File: config.mk
export PLATFORM = sky130hd
export DESIGN_NAME = usb_host_cmd_regs
export DESIGN_NICKNAME = d
export VERILOG_FILES = /design/src/include/usb_host_cmd_pkg.sv /design/src/rtl/usb_host_cmd_regs.sv
export SDC_FILE = /design/constraint.sdc
export NUM_CORES = 1
export LEC_CHECK = 0
export ABC_AREA = 1
export BUFFER_PORTS_ARGS = -buffer_cell sky130_fd_sc_hd__buf_2
export CAP_MARGIN = 25
export CORE_MARGIN = 2
export CORE_UTILIZATION = 40
export CTS_CLUSTER_DIAMETER = 120
export CTS_CLUSTER_SIZE = 30
export DETAILED_ROUTE_END_ITERATION = 12
export SYNTH_ARGS = -nofsm -noshare
export SYNTH_HDL_FRONTEND = slang
export SYNTH_SLANG_ARGS = --single-unit
File: constraint.sdc
create_clock -name hclk -period 2.4 [get_ports hclk]
set_input_delay 0.48 -clock hclk [delete_from_list [all_inputs] [get_ports hclk]]
set_output_delay 0.48 -clock hclk [all_outputs]
set_load 0.01 [all_outputs]
File: src/include/usb_host_cmd_pkg.sv
// Constants and types for the host command and capability register block.
package usb_host_cmd_pkg;

  // Register byte offsets.
  localparam logic [7:0] CAP_OFFSET = 8'h08;
  localparam logic [7:0] CMD_OFFSET = 8'h10;
  localparam logic [7:0] STS_OFFSET = 8'h14;
  localparam logic [7:0] MASK_OFFSET = 8'h18;
  localparam logic [7:0] EDGE_OFFSET = 8'h88;

  // Values after reset.
  localparam logic [31:0] CAP_RESET = 32'h0000_0006;
  localparam logic [31:0] CMD_RESET = 32'h0008_0b00;
  localparam logic [31:0] STS_RESET = 32'h0000_1000;
  localparam logic [31:0] MASK_RESET = 32'h0000_0000;
  localparam logic [31:0] EDGE_RESET = 32'h0000_001f;

  // Writable and clearable bits.
  localparam logic [31:0] CMD_WRITE_MASK = 32'h00ff_0b7f;
  localparam logic [31:0] STS_CLEAR_MASK = 32'h0000_0020;
  localparam logic [31:0] MASK_WRITE_MASK = 32'h0000_0020;
  localparam logic [31:0] EDGE_WRITE_MASK = 32'h0000_031f;

  // Command field positions.
  localparam int RUN_BIT = 0;
  localparam int RESET_BIT = 1;
  localparam int LIST_SIZE_LO = 2;
  localparam int PERIODIC_BIT = 4;
  localparam int ASYNC_BIT = 5;
  localparam int DOORBELL_BIT = 6;
  localparam int PARK_COUNT_LO = 8;
  localparam int PARK_BIT = 11;
  localparam int RATE_LO = 16;

  // Status and edge control field positions.
  localparam int HALTED_BIT = 12;
  localparam int ADVANCE_BIT = 5;
  localparam int WIDTH_LO = 0;
  localparam int EDGE_MODE_BIT = 8;
  localparam int FULL_SPEED_BIT = 9;

  // Times and cycle counts.
  localparam int CLK_KHZ = 25000;
  localparam int UFRAME_NS = 125000;
  // Divided in two steps so that the product stays inside a 32-bit int.
  localparam int UFRAME_CYCLES = UFRAME_NS / 1000 * CLK_KHZ / 1000;
  localparam int RESET_NS = 1000;
  localparam int RESET_CYCLES = (RESET_NS * CLK_KHZ + 999999) / 1000000;
  localparam logic [7:0] RATE_UNLIMITED = 8'h01;

  // Bus data phase states and register selection.
  typedef enum logic [1:0] {BUS_IDLE, BUS_WAIT, BUS_DONE} bus_state_e;
  typedef enum logic [2:0] {SEL_NONE, SEL_CAP, SEL_CMD, SEL_STS, SEL_MASK, SEL_EDGE} reg_sel_e;

endpackage

File: src/rtl/usb_host_cmd_regs.sv
// Host command, capability, status and interrupt registers behind an AHB-Lite slave.
//
// The AHB-Lite interface to the registers was decided locally.
`timescale 1ns/1ps
module usb_host_cmd_regs (
  // Clock and reset
  input wire logic hclk,
  input wire logic hresetn,
  // AHB-Lite slave
  input wire logic hsel,
  input wire logic [31:0] haddr,
  input wire logic [1:0] htrans,
  input wire logic hwrite,
  input wire logic [2:0] hsize,
  input wire logic [31:0] hwdata,
  input wire logic hready,
  output logic hreadyout,
  output logic hresp,
  output logic [31:0] hrdata,
  // Schedule engine feedback
  input wire logic async_advanced,
  input wire logic engine_idle,
  // Schedule engine controls
  output logic run_stop,
  output logic controller_reset,
  output logic [1:0] frame_list_size,
  output logic periodic_schedule_enable,
  output logic async_schedule_enable,
  output logic [1:0] park_transaction_count,
  output logic park_mode_enable,
  output logic [7:0] irq_rate_limit,
  // Interrupt
  output logic irq
);

  function automatic usb_host_cmd_pkg::reg_sel_e decode(input logic [7:0] offset);
    usb_host_cmd_pkg::reg_sel_e sel;
    sel = usb_host_cmd_pkg::SEL_NONE;
    if (offset == usb_host_cmd_pkg::CAP_OFFSET) begin
      sel = usb_host_cmd_pkg::SEL_CAP;
    end else if (offset == usb_host_cmd_pkg::CMD_OFFSET) begin
      sel = usb_host_cmd_pkg::SEL_CMD;
    end else if (offset == usb_host_cmd_pkg::STS_OFFSET) begin
      sel = usb_host_cmd_pkg::SEL_STS;
    end else if (offset == usb_host_cmd_pkg::MASK_OFFSET) begin
      sel = usb_host_cmd_pkg::SEL_MASK;
    end else if (offset == usb_host_cmd_pkg::EDGE_OFFSET) begin
      sel = usb_host_cmd_pkg::SEL_EDGE;
    end
    return sel;
  endfunction

  usb_host_cmd_pkg::bus_state_e state;
  usb_host_cmd_pkg::bus_state_e next_state;
  logic [7:0] addr_q;
  logic [7:0] next_addr_q;
  logic write_q;
  logic next_write_q;
  logic [31:0] next_hrdata;
  logic take;
  logic write_now;
  usb_host_cmd_pkg::reg_sel_e write_sel;

  logic [31:0] cmd;
  logic [31:0] next_cmd;
  logic [31:0] sts;
  logic [31:0] next_sts;
  logic [31:0] mask;
  logic [31:0] next_mask;
  logic [31:0] edge_ctrl;
  logic [31:0] next_edge_ctrl;
  logic [7:0] rst_cnt;
  logic [7:0] next_rst_cnt;

  logic [11:0] uf_cnt;
  logic [11:0] next_uf_cnt;
  logic [7:0] interval;
  logic [7:0] next_interval;
  logic irq_hold;
  logic next_irq_hold;
  logic [4:0] width_cnt;
  logic [4:0] next_width_cnt;
  logic next_irq;
  logic pending;
  logic issue_ok;
  logic edge_mode;

  // Bus decode: every access waits one cycle so read data comes from a flip-flop.
  assign take = hsel && htrans[1] && hready;
  assign write_now = (state == usb_host_cmd_pkg::BUS_WAIT) && write_q;
  assign write_sel = decode(addr_q);
  assign hreadyout = (state != usb_host_cmd_pkg::BUS_WAIT);
  assign hresp = 1'b0;

  always_comb begin
    next_state = state;
    next_addr_q = addr_q;
    next_write_q = write_q;
    next_hrdata = hrdata;
    case (state)
      usb_host_cmd_pkg::BUS_WAIT: begin
        next_state = usb_host_cmd_pkg::BUS_DONE;
        next_hrdata = 32'h0000_0000;
        if (!write_q) begin
          if (write_sel == usb_host_cmd_pkg::SEL_CAP) begin
            next_hrdata = usb_host_cmd_pkg::CAP_RESET;
          end else if (write_sel == usb_host_cmd_pkg::SEL_CMD) begin
            next_hrdata = cmd;
          end else if (write_sel == usb_host_cmd_pkg::SEL_STS) begin
            next_hrdata = sts;
          end else if (write_sel == usb_host_cmd_pkg::SEL_MASK) begin
            next_hrdata = mask;
          end else if (write_sel == usb_host_cmd_pkg::SEL_EDGE) begin
            next_hrdata = edge_ctrl;
          end
        end
      end
      default: begin
        if (take) begin
          next_state = usb_host_cmd_pkg::BUS_WAIT;
          next_addr_q = (haddr[1:0] == 2'h0) ? haddr[7:0] : 8'hff;
          next_write_q = hwrite;
        end else begin
          next_state = usb_host_cmd_pkg::BUS_IDLE;
        end
      end
    endcase
  end

  always_ff @(posedge hclk or negedge hresetn) begin
    if (!hresetn) begin
      state <= usb_host_cmd_pkg::BUS_IDLE;
      addr_q <= 8'h00;
      write_q <= 1'b0;
      hrdata <= 32'h0000_0000;
    end else begin
      state <= next_state;
      addr_q <= next_addr_q;
      write_q <= next_write_q;
      hrdata <= next_hrdata;
    end
  end

  // Register state: command, status, mask, edge control and reset countdown.
  always_comb begin
    next_cmd = cmd;
    next_sts = sts;
    next_mask = mask;
    next_edge_ctrl = edge_ctrl;
    next_rst_cnt = rst_cnt;
    if (cmd[usb_host_cmd_pkg::RUN_BIT]) begin
      next_sts[usb_host_cmd_pkg::HALTED_BIT] = 1'b0;
    end else if (engine_idle) begin
      next_sts[usb_host_cmd_pkg::HALTED_BIT] = 1'b1;
    end
    if (cmd[usb_host_cmd_pkg::DOORBELL_BIT] && async_advanced) begin
      next_cmd[usb_host_cmd_pkg::DOORBELL_BIT] = 1'b0;
    end
    if (write_now) begin
      // Command writes are refused while a controller reset is running.
      if (write_sel == usb_host_cmd_pkg::SEL_CMD && rst_cnt == 8'h00) begin
        next_cmd = hwdata & usb_host_cmd_pkg::CMD_WRITE_MASK;
        if (hwdata[usb_host_cmd_pkg::RESET_BIT]) begin
          next_cmd = usb_host_cmd_pkg::CMD_RESET;
          next_cmd[usb_host_cmd_pkg::RESET_BIT] = 1'b1;
          next_rst_cnt = 8'(usb_host_cmd_pkg::RESET_CYCLES);
        end
      end else if (write_sel == usb_host_cmd_pkg::SEL_STS) begin
        next_sts = next_sts & ~(hwdata & usb_host_cmd_pkg::STS_CLEAR_MASK);
      end else if (write_sel == usb_host_cmd_pkg::SEL_MASK) begin
        next_mask = hwdata & usb_host_cmd_pkg::MASK_WRITE_MASK;
      end else if (write_sel == usb_host_cmd_pkg::SEL_EDGE) begin
        next_edge_ctrl = hwdata & usb_host_cmd_pkg::EDGE_WRITE_MASK;
      end
    end
    if (cmd[usb_host_cmd_pkg::DOORBELL_BIT] && async_advanced) begin
      next_sts[usb_host_cmd_pkg::ADVANCE_BIT] = 1'b1;
    end
    if (rst_cnt != 8'h00) begin
      next_rst_cnt = rst_cnt - 8'h01;
      next_sts = usb_host_cmd_pkg::STS_RESET;
      next_mask = usb_host_cmd_pkg::MASK_RESET;
      if (rst_cnt == 8'h01) begin
        next_cmd[usb_host_cmd_pkg::RESET_BIT] = 1'b0;
      end
    end
  end

  always_ff @(posedge hclk or negedge hresetn) begin
    if (!hresetn) begin
      cmd <= usb_host_cmd_pkg::CMD_RESET;
      sts <= usb_host_cmd_pkg::STS_RESET;
      mask <= usb_host_cmd_pkg::MASK_RESET;
      edge_ctrl <= usb_host_cmd_pkg::EDGE_RESET;
      rst_cnt <= 8'h00;
    end else begin
      cmd <= next_cmd;
      sts <= next_sts;
      mask <= next_mask;
      edge_ctrl <= next_edge_ctrl;
      rst_cnt <= next_rst_cnt;
    end
  end

  assign run_stop = cmd[usb_host_cmd_pkg::RUN_BIT];
  assign controller_reset = cmd[usb_host_cmd_pkg::RESET_BIT];
  assign frame_list_size = cmd[usb_host_cmd_pkg::LIST_SIZE_LO +: 2];
  assign periodic_schedule_enable = cmd[usb_host_cmd_pkg::PERIODIC_BIT];
  assign async_schedule_enable = cmd[usb_host_cmd_pkg::ASYNC_BIT];
  assign park_transaction_count = cmd[usb_host_cmd_pkg::PARK_COUNT_LO +: 2];
  assign park_mode_enable = cmd[usb_host_cmd_pkg::PARK_BIT];
  assign irq_rate_limit = cmd[usb_host_cmd_pkg::RATE_LO +: 8];

  // Interrupt pacing counts micro-frames since the last issue and saturates.
  assign pending = |(sts & mask);
  assign edge_mode = edge_ctrl[usb_host_cmd_pkg::EDGE_MODE_BIT];

  always_comb begin
    next_uf_cnt = uf_cnt + 12'h001;
    next_interval = interval;
    next_irq_hold = irq_hold;
    next_width_cnt = width_cnt;
    // 00h and 01h and full speed are unlimited
    issue_ok = edge_ctrl[usb_host_cmd_pkg::FULL_SPEED_BIT] ||
      irq_rate_limit <= usb_host_cmd_pkg::RATE_UNLIMITED || interval >= irq_rate_limit;
    if (uf_cnt == 12'(usb_host_cmd_pkg::UFRAME_CYCLES - 1)) begin
      next_uf_cnt = 12'h000;
      if (interval != 8'hff) begin
        next_interval = interval + 8'h01;
      end
    end
    if (width_cnt != 5'h00) begin
      next_width_cnt = width_cnt - 5'h01;
    end
    if (pending && !irq_hold && issue_ok) begin
      next_irq_hold = 1'b1;
      next_interval = 8'h00;
      if (edge_mode) begin
        next_width_cnt = edge_ctrl[usb_host_cmd_pkg::WIDTH_LO +: 5];
      end
    end else if (!pending) begin
      next_irq_hold = 1'b0;
    end
    // Edge mode shows a fixed-width pulse, so a long pending level cannot retrigger.
    next_irq = edge_mode ? (next_width_cnt != 5'h00) : next_irq_hold;
  end

  always_ff @(posedge hclk or negedge hresetn) begin
    if (!hresetn) begin
      uf_cnt <= 12'h000;
      interval <= 8'h00;
      irq_hold <= 1'b0;
      width_cnt <= 5'h00;
      irq <= 1'b0;
    end else begin
      uf_cnt <= next_uf_cnt;
      interval <= next_interval;
      irq_hold <= next_irq_hold;
      width_cnt <= next_width_cnt;
      irq <= next_irq;
    end
  end

endmodule

Word-level counts from Yosys, hierarchy flattened:

Cells that the tools add are included.

* flip-flop bits (word level): 173
* bits in latches: 0
* RAM bits: 0
* ROM bits: 0
* input port bits: 76
* output and inout bits: 52
* word-level logic and storage cells: 127
* memories kept: 0

* add/sub/neg operators: 4
* multiply operators: 0
* divide/modulo/power cells: 0
* $lt $le $gt $ge: 2
* equal/unequal tests: 18
* shift-type cells: 0
* muxes and demuxes: 46
* bitwise logic cells: 7
* reductions and logical operators: 33

Operators by type and width (count)
* $mux W32: 14
* $and A32 B32 Y32: 2
* $mux W8: 8
* $not A6 Y32: 1
* $reduce_or A32 Y1: 1
* $eq A8 B5 Y1 const B: 3
* $mux W24: 1
* $mux W3: 5
* $mux W5: 3
* $mux W7: 2
* $reduce_bool A2 Y1: 7
* $add A12 B1 Y12 const B: 1
* $eq A12 B12 Y1 const B: 1
* $mux W12: 1
* $mux W1: 10
* $mux W10: 1
* $reduce_bool A5 Y1: 2
* $reduce_and A3 Y1: 3
* $add A8 B1 Y8 const B: 1
* $eq A8 B1 Y1 const B: 1
* $eq A8 B4 Y1 const B: 1
* $eq A8 B8 Y1 const B: 1
* $ge A8 B8 Y1: 1
* $le A8 B1 Y1 const B: 1
* other kinds (21): 38

Longest topological paths before layout:

* depth in word-level cells: 13
* depth in mapped cells: 17
* depth with buffers taken out: 16

Least setup slack after synthesis:

Ideal clock, no wire load.

* path kind: reg-to-reg
* start point: reg cmd[19]
* end point: reg irq
* library setup time: 0.113 ns
* arrival: 1.787 ns
* required time: 2.287 ns
* path slack: 0.500 ns
* cell stages (with the launch flop): 17
* buffers on the path: 1
* clock period less this slack: 1.900 ns
* cell sequence: dfstp_2 inv_1 ha_1 nand2_1 nor2_1 nor2_1 nand2_1 nand2_1 nand2_2 nand2_4 buf_6 nand2_2 nand2_2 nor2_1 nand3_1 nand2_1 inv_1

* word-level cells in the longest chain between the ends: 7
* elaborated cells between the ends (all ways): 9
* those cells by class: order compare: 2; mux: 3; reduce/logical: 4

RTL lines
* from (decl): line usb_host_cmd_regs.sv:64 `logic [31:0] cmd;`
* from (signal assigned): line usb_host_cmd_regs.sv:191 `cmd <= usb_host_cmd_pkg::CMD_RESET;`
* from (signal assigned): line usb_host_cmd_regs.sv:197 `cmd <= next_cmd;`
* $le A8 B1 Y1: line usb_host_cmd_regs.sv:225 `irq_rate_limit <= usb_host_cmd_pkg::RATE_UNLIMITED || interval >= irq_rate_limit;`
* $logic_or A1 B1 Y1: line usb_host_cmd_regs.sv:224 `issue_ok = edge_ctrl[usb_host_cmd_pkg::FULL_SPEED_BIT] ||`
* $logic_or A1 B1 Y1 (*): line usb_host_cmd_regs.sv:225
* $logic_and A1 B1 Y1 (*): line usb_host_cmd_regs.sv:235 `if (pending && !irq_hold && issue_ok) begin`
* $mux W5 (*): line usb_host_cmd_regs.sv:235
* net next_width_cnt[4]: line usb_host_cmd_regs.sv:82 `logic [4:0] next_width_cnt;`
* $reduce_bool A5 Y1 (*): line usb_host_cmd_regs.sv:245 `next_irq = edge_mode ? (next_width_cnt != 5'h00) : next_irq_hold;`
* $mux W1 (*): line usb_host_cmd_regs.sv:245
* net next_irq: line usb_host_cmd_regs.sv:83 `logic next_irq;`
* to (signal assigned): line usb_host_cmd_regs.sv:260 `irq <= next_irq;`
* to (decl): line usb_host_cmd_regs.sv:33 `output logic irq`

The timed path passes the listed nets; every way through them passes the cells marked *.
A chain may end at the register's enable or synchronous reset.

Worst setup path after layout:

* start point: reg cmd[19]
* end point: reg interval[5]

* word-level cells in the longest chain between the ends: 6
* elaborated cells between the ends (all ways): 9
* those cells by class: order compare: 2; mux: 1; reduce/logical: 6

RTL lines
* $le A8 B1 Y1: line usb_host_cmd_regs.sv:225
* $logic_or A1 B1 Y1: line usb_host_cmd_regs.sv:224
* $logic_or A1 B1 Y1 (*): line usb_host_cmd_regs.sv:225
* $logic_and A1 B1 Y1 (*): line usb_host_cmd_regs.sv:235
* $reduce_bool A2 Y1 (no source line)
* $reduce_and A2 Y1 (no source line)
* to (signal assigned): line usb_host_cmd_regs.sv:257 `interval <= next_interval;`
* to (decl): line usb_host_cmd_regs.sv:77 `logic [7:0] interval;`

Mark *: on every way between the ends. The rest lies on a longest branch, timed or not.

==> flow_metrics.env <==
export IMPL_slew_violations=0
export IMPL_r2r_setup_slack_ns=0.26
export IMPL_final_core_util_pct=46.7
export IMPL_gr_total_overflow=0
export IMPL_r2r_start="cmd[19]"
export IMPL_switching_share_pct=25.9
export IMPL_fin_tns_setup_ns=0
export IMPL_antenna_found_initial=0
export IMPL_vdd_ir_drop_max_mv=0.290
export IMPL_layout_common_cells="nand2_1 (107), inv_1 (105), dfrtp_1 (83), buf_2 (83), nor2_1 (41)"
export IMPL_crit_buf_inv=1
export IMPL_drive_gt1_share_pct=23.0
export IMPL_die_area_um2=13200
export IMPL_clk_latency_ns=0.34
export IMPL_grt_pass1_wl_um=18600
export IMPL_die_w_um=115
export IMPL_period_needed_ns=2.14
export IMPL_wire_per_inst_um=13.7
export IMPL_hp_start="async_advanced"
export IMPL_finalSetupViolations=0
export IMPL_cp_top_family="simple AND/OR/NAND/NOR gates"
export IMPL_path_max_fanout=14
export IMPL_start_util_pct=41.0
export IMPL_leakage_nw=3.05
export IMPL_comb_power_share_pct=11.7
export IMPL_ys_ff_latch=93
export IMPL_synth_cell_type_count=45
export IMPL_crit_required_ns=2.62
export IMPL_fin_nets=737
export IMPL_critPathMaxStageDelay_ns=0.55
export IMPL_avgSynthCellArea_um2=8.50
export IMPL_ys_flop_type="dfrtp_1"
export IMPL_dr_total_vias=3866
export IMPL_drt_pass1_iter_count=4
export IMPL_cts_tree="built"
export IMPL_cts_root_buf="clkbuf_16"
export IMPL_end_kind="register"
export IMPL_grt_pass1_vias=3849
export IMPL_num_rows=40
export IMPL_crit_type="register to register"
export IMPL_cpMaxStageDelayCell="dfstp_2"
export IMPL_grt_max_degree=50
export IMPL_syn_nets=669
export IMPL_drt_vias_per_instance=4.84
export IMPL_rsz0062_at_grt="false"
export IMPL_syn_area_um2=4920
export IMPL_gp_congestion=0.791
export IMPL_hp_class="input port to register"
export IMPL_drc=0
export IMPL_area_delta_synth_final_pct=14.0
export IMPL_synth_edf_count=0
export IMPL_die_h_um=115
export IMPL_p_clk_share_pct=38.5
export IMPL_cts_buffer_depth=2
export IMPL_final_hold_viol_count=0
export IMPL_ios=128
export IMPL_diodes=0
export IMPL_ant_nets=0
export IMPL_power_density_nw_per_um2=620
export IMPL_clock_sinks=93
export IMPL_worstMarginPinSlew_ns=0.517
export IMPL_postSynthCellCount=579
export IMPL_outcome="completed"
export IMPL_drv_cap=0
export IMPL_clk_pin_slew_worst_paths_ns=0.06
export IMPL_startpoint_type="register"
export IMPL_cp_arrival_ns=2.36
export IMPL_dpl_hpwl_um=8200
export IMPL_p_int_mw=2.57
export IMPL_drtIter0Drc=187
export IMPL_routed_wl_um=11000
export IMPL_critPathLaunch="cmd[19]"
export IMPL_crit_top_cell="nand2_1"
export IMPL_slew_headroom_pct=65.2
export IMPL_switchingPower_uw=901
export IMPL_synth_async_sr_flop_share_pct=100
export IMPL_mostFrequentLayoutCell="nand2_1"
export IMPL_max_freq_mhz=467
export IMPL_path_cells="inv_1, ha_1, nand2_1, nor2_1, nor2_1, nand2_1, nand2_1, nand2_4, nand2_4, nand2_2, nand2_1, o21ai_0, nor2_1"
export IMPL_ys_seq_area_share_pct=47.6
export IMPL_fp_coreArea_um2=12000
export IMPL_portBuffers=84
export IMPL_skew_ns=0.00502
export IMPL_p_seq_share_pct=49.8
export IMPL_grt_usage_pct=17.8
export IMPL_cts_buffers_inserted=9
export IMPL_h_tree_depth=3
export IMPL_final_period_utilization_pct=89.2
export IMPL_post_cts_buffers=0
export IMPL_yosysWarnings=0
repair_timing:
item / 4_1_cts / 5_1_grt
hold endpoints to repair: 5 / 0
setup endpoints to repair: 0 / 1
resized for setup: 0 / 1
hold buffers: 1 / 0
registers in the layout, indices dropped and copies added (netlist names):
| register | cells |
|---|---|
| addr_q | 7 |
| cmd | 18 |
| edge_ctrl | 7 |
| hrdata | 20 |
| interval | 8 |
| irq | 1 |
| irq_hold | 1 |
| mask | 1 |
| rst_cnt | 8 |
| state | 2 |
| sts | 2 |
| uf_cnt | 12 |
| width_cnt | 5 |
| write_q | 1 |
cell type report:
type	count	area, um^2
Timing Repair Buffer	91	490
Tap cell	147	184
Inverter	110	413
Clock inverter	1	5.00
Multi-Input combinational cell	342	1910
Clock buffer	15	268
Fill cell	1225	6400
Sequential cell	93	2340
stage by stage:
stage | instances | worst slack, ns | power, mW | hold slack, ns | cell area, um^2
CTS | 799 | 0.234 | 3.51 | 0.328 | 5600
global route | 799 | 0.0271 | 3.67 | 0.338 | 5610
detailed placement | 782 | 0.244 | 2.17 | 0.363 | 5320
floorplan | 579 | 0.500 | 2.04 | 0.184 | 4920
global placement | 782 | 0.247 | 2.16 | 0.362 | 5320
finish | 799 | 0.260 | 3.48 | 0.338 | 5610
path summary, 6_finish.rpt:
kind | to | depth (start not counted)
worst max-delay path | interval[5] | 13
worst min-delay path | cmd[6] | 2
worst max register to register | interval[5] | 13
worst min register to register | rst_cnt[5] | 1
max in group asynchronous | cmd[19] | 3
min in group asynchronous | hrdata[1] | 2
cells by family (layout without fill, tap and decap cells):
group	count (synthesis)	in the layout	share of synthesized area (%)
AO/OA/AOI/OAI	92	92	11.2
XOR/XNOR	9	9	1.60
multiplexers	1	1	0.203
other	1	1	0.0762
flip-flops	93	93	47.6
AND/OR/NAND/NOR	225	225	22.1
buffers and inverters	144	217	13.8
adder cells (fa/ha/maj)	14	14	3.56
synthesized netlist by cell type, types with 2 or more instances:
cell type / n / area (um^2)
dfstp_2: 10 / 263
dfrtp_1: 83 / 2080
and2_1: 2 / 12.5
nand2_1: 107 / 402
buf_6: 5 / 56.3
o21ai_1: 3 / 15.0
a21oi_2: 2 / 17.5
o211ai_1: 3 / 22.5
xor2_1: 8 / 70.1
o22ai_1: 6 / 37.5
a22oi_1: 7 / 52.6
nor2_1: 41 / 154
ha_1: 14 / 175
nand3_1: 32 / 160
o21ai_2: 6 / 52.6
clkbuf_1: 2 / 7.51
nand4_4: 2 / 42.5
o31ai_1: 3 / 22.5
buf_4: 26 / 195
nand4_1: 7 / 43.8
nor2_2: 4 / 25.0
inv_1: 105 / 394
nand2_4: 2 / 22.5
nor3_2: 2 / 20.0
nor2_4: 4 / 45.0
o221ai_1: 3 / 26.3
nand2_2: 8 / 50.1
inv_2: 5 / 18.8
o21ai_0: 32 / 160
nor3_1: 7 / 35.0
a21oi_1: 24 / 120
per-layer routing:
metal	vias up	wire [um]	share of wire, %	global-route usage, %
met3	14	345	3.1	4.11
met2	55	5110	47	28.2
met4	0	196	1.8	5.78
met1	1846	5320	49	24.3
li1	1951	-	-	-
met5	-	0	0	0
power groups by stage:
stage          Combinational, mW  Sequential, mW  Clock (mW)
2_1_floorplan              0.295            1.74           0
3_3_place_gp               0.402            1.75           0
3_5_place_dp               0.412            1.76           0
4_1_cts                    0.411            1.73        1.37
5_1_grt                    0.476            1.74        1.45
6_report                   0.408            1.73        1.34
Note: power is estimated with default switching activity, not from simulation.
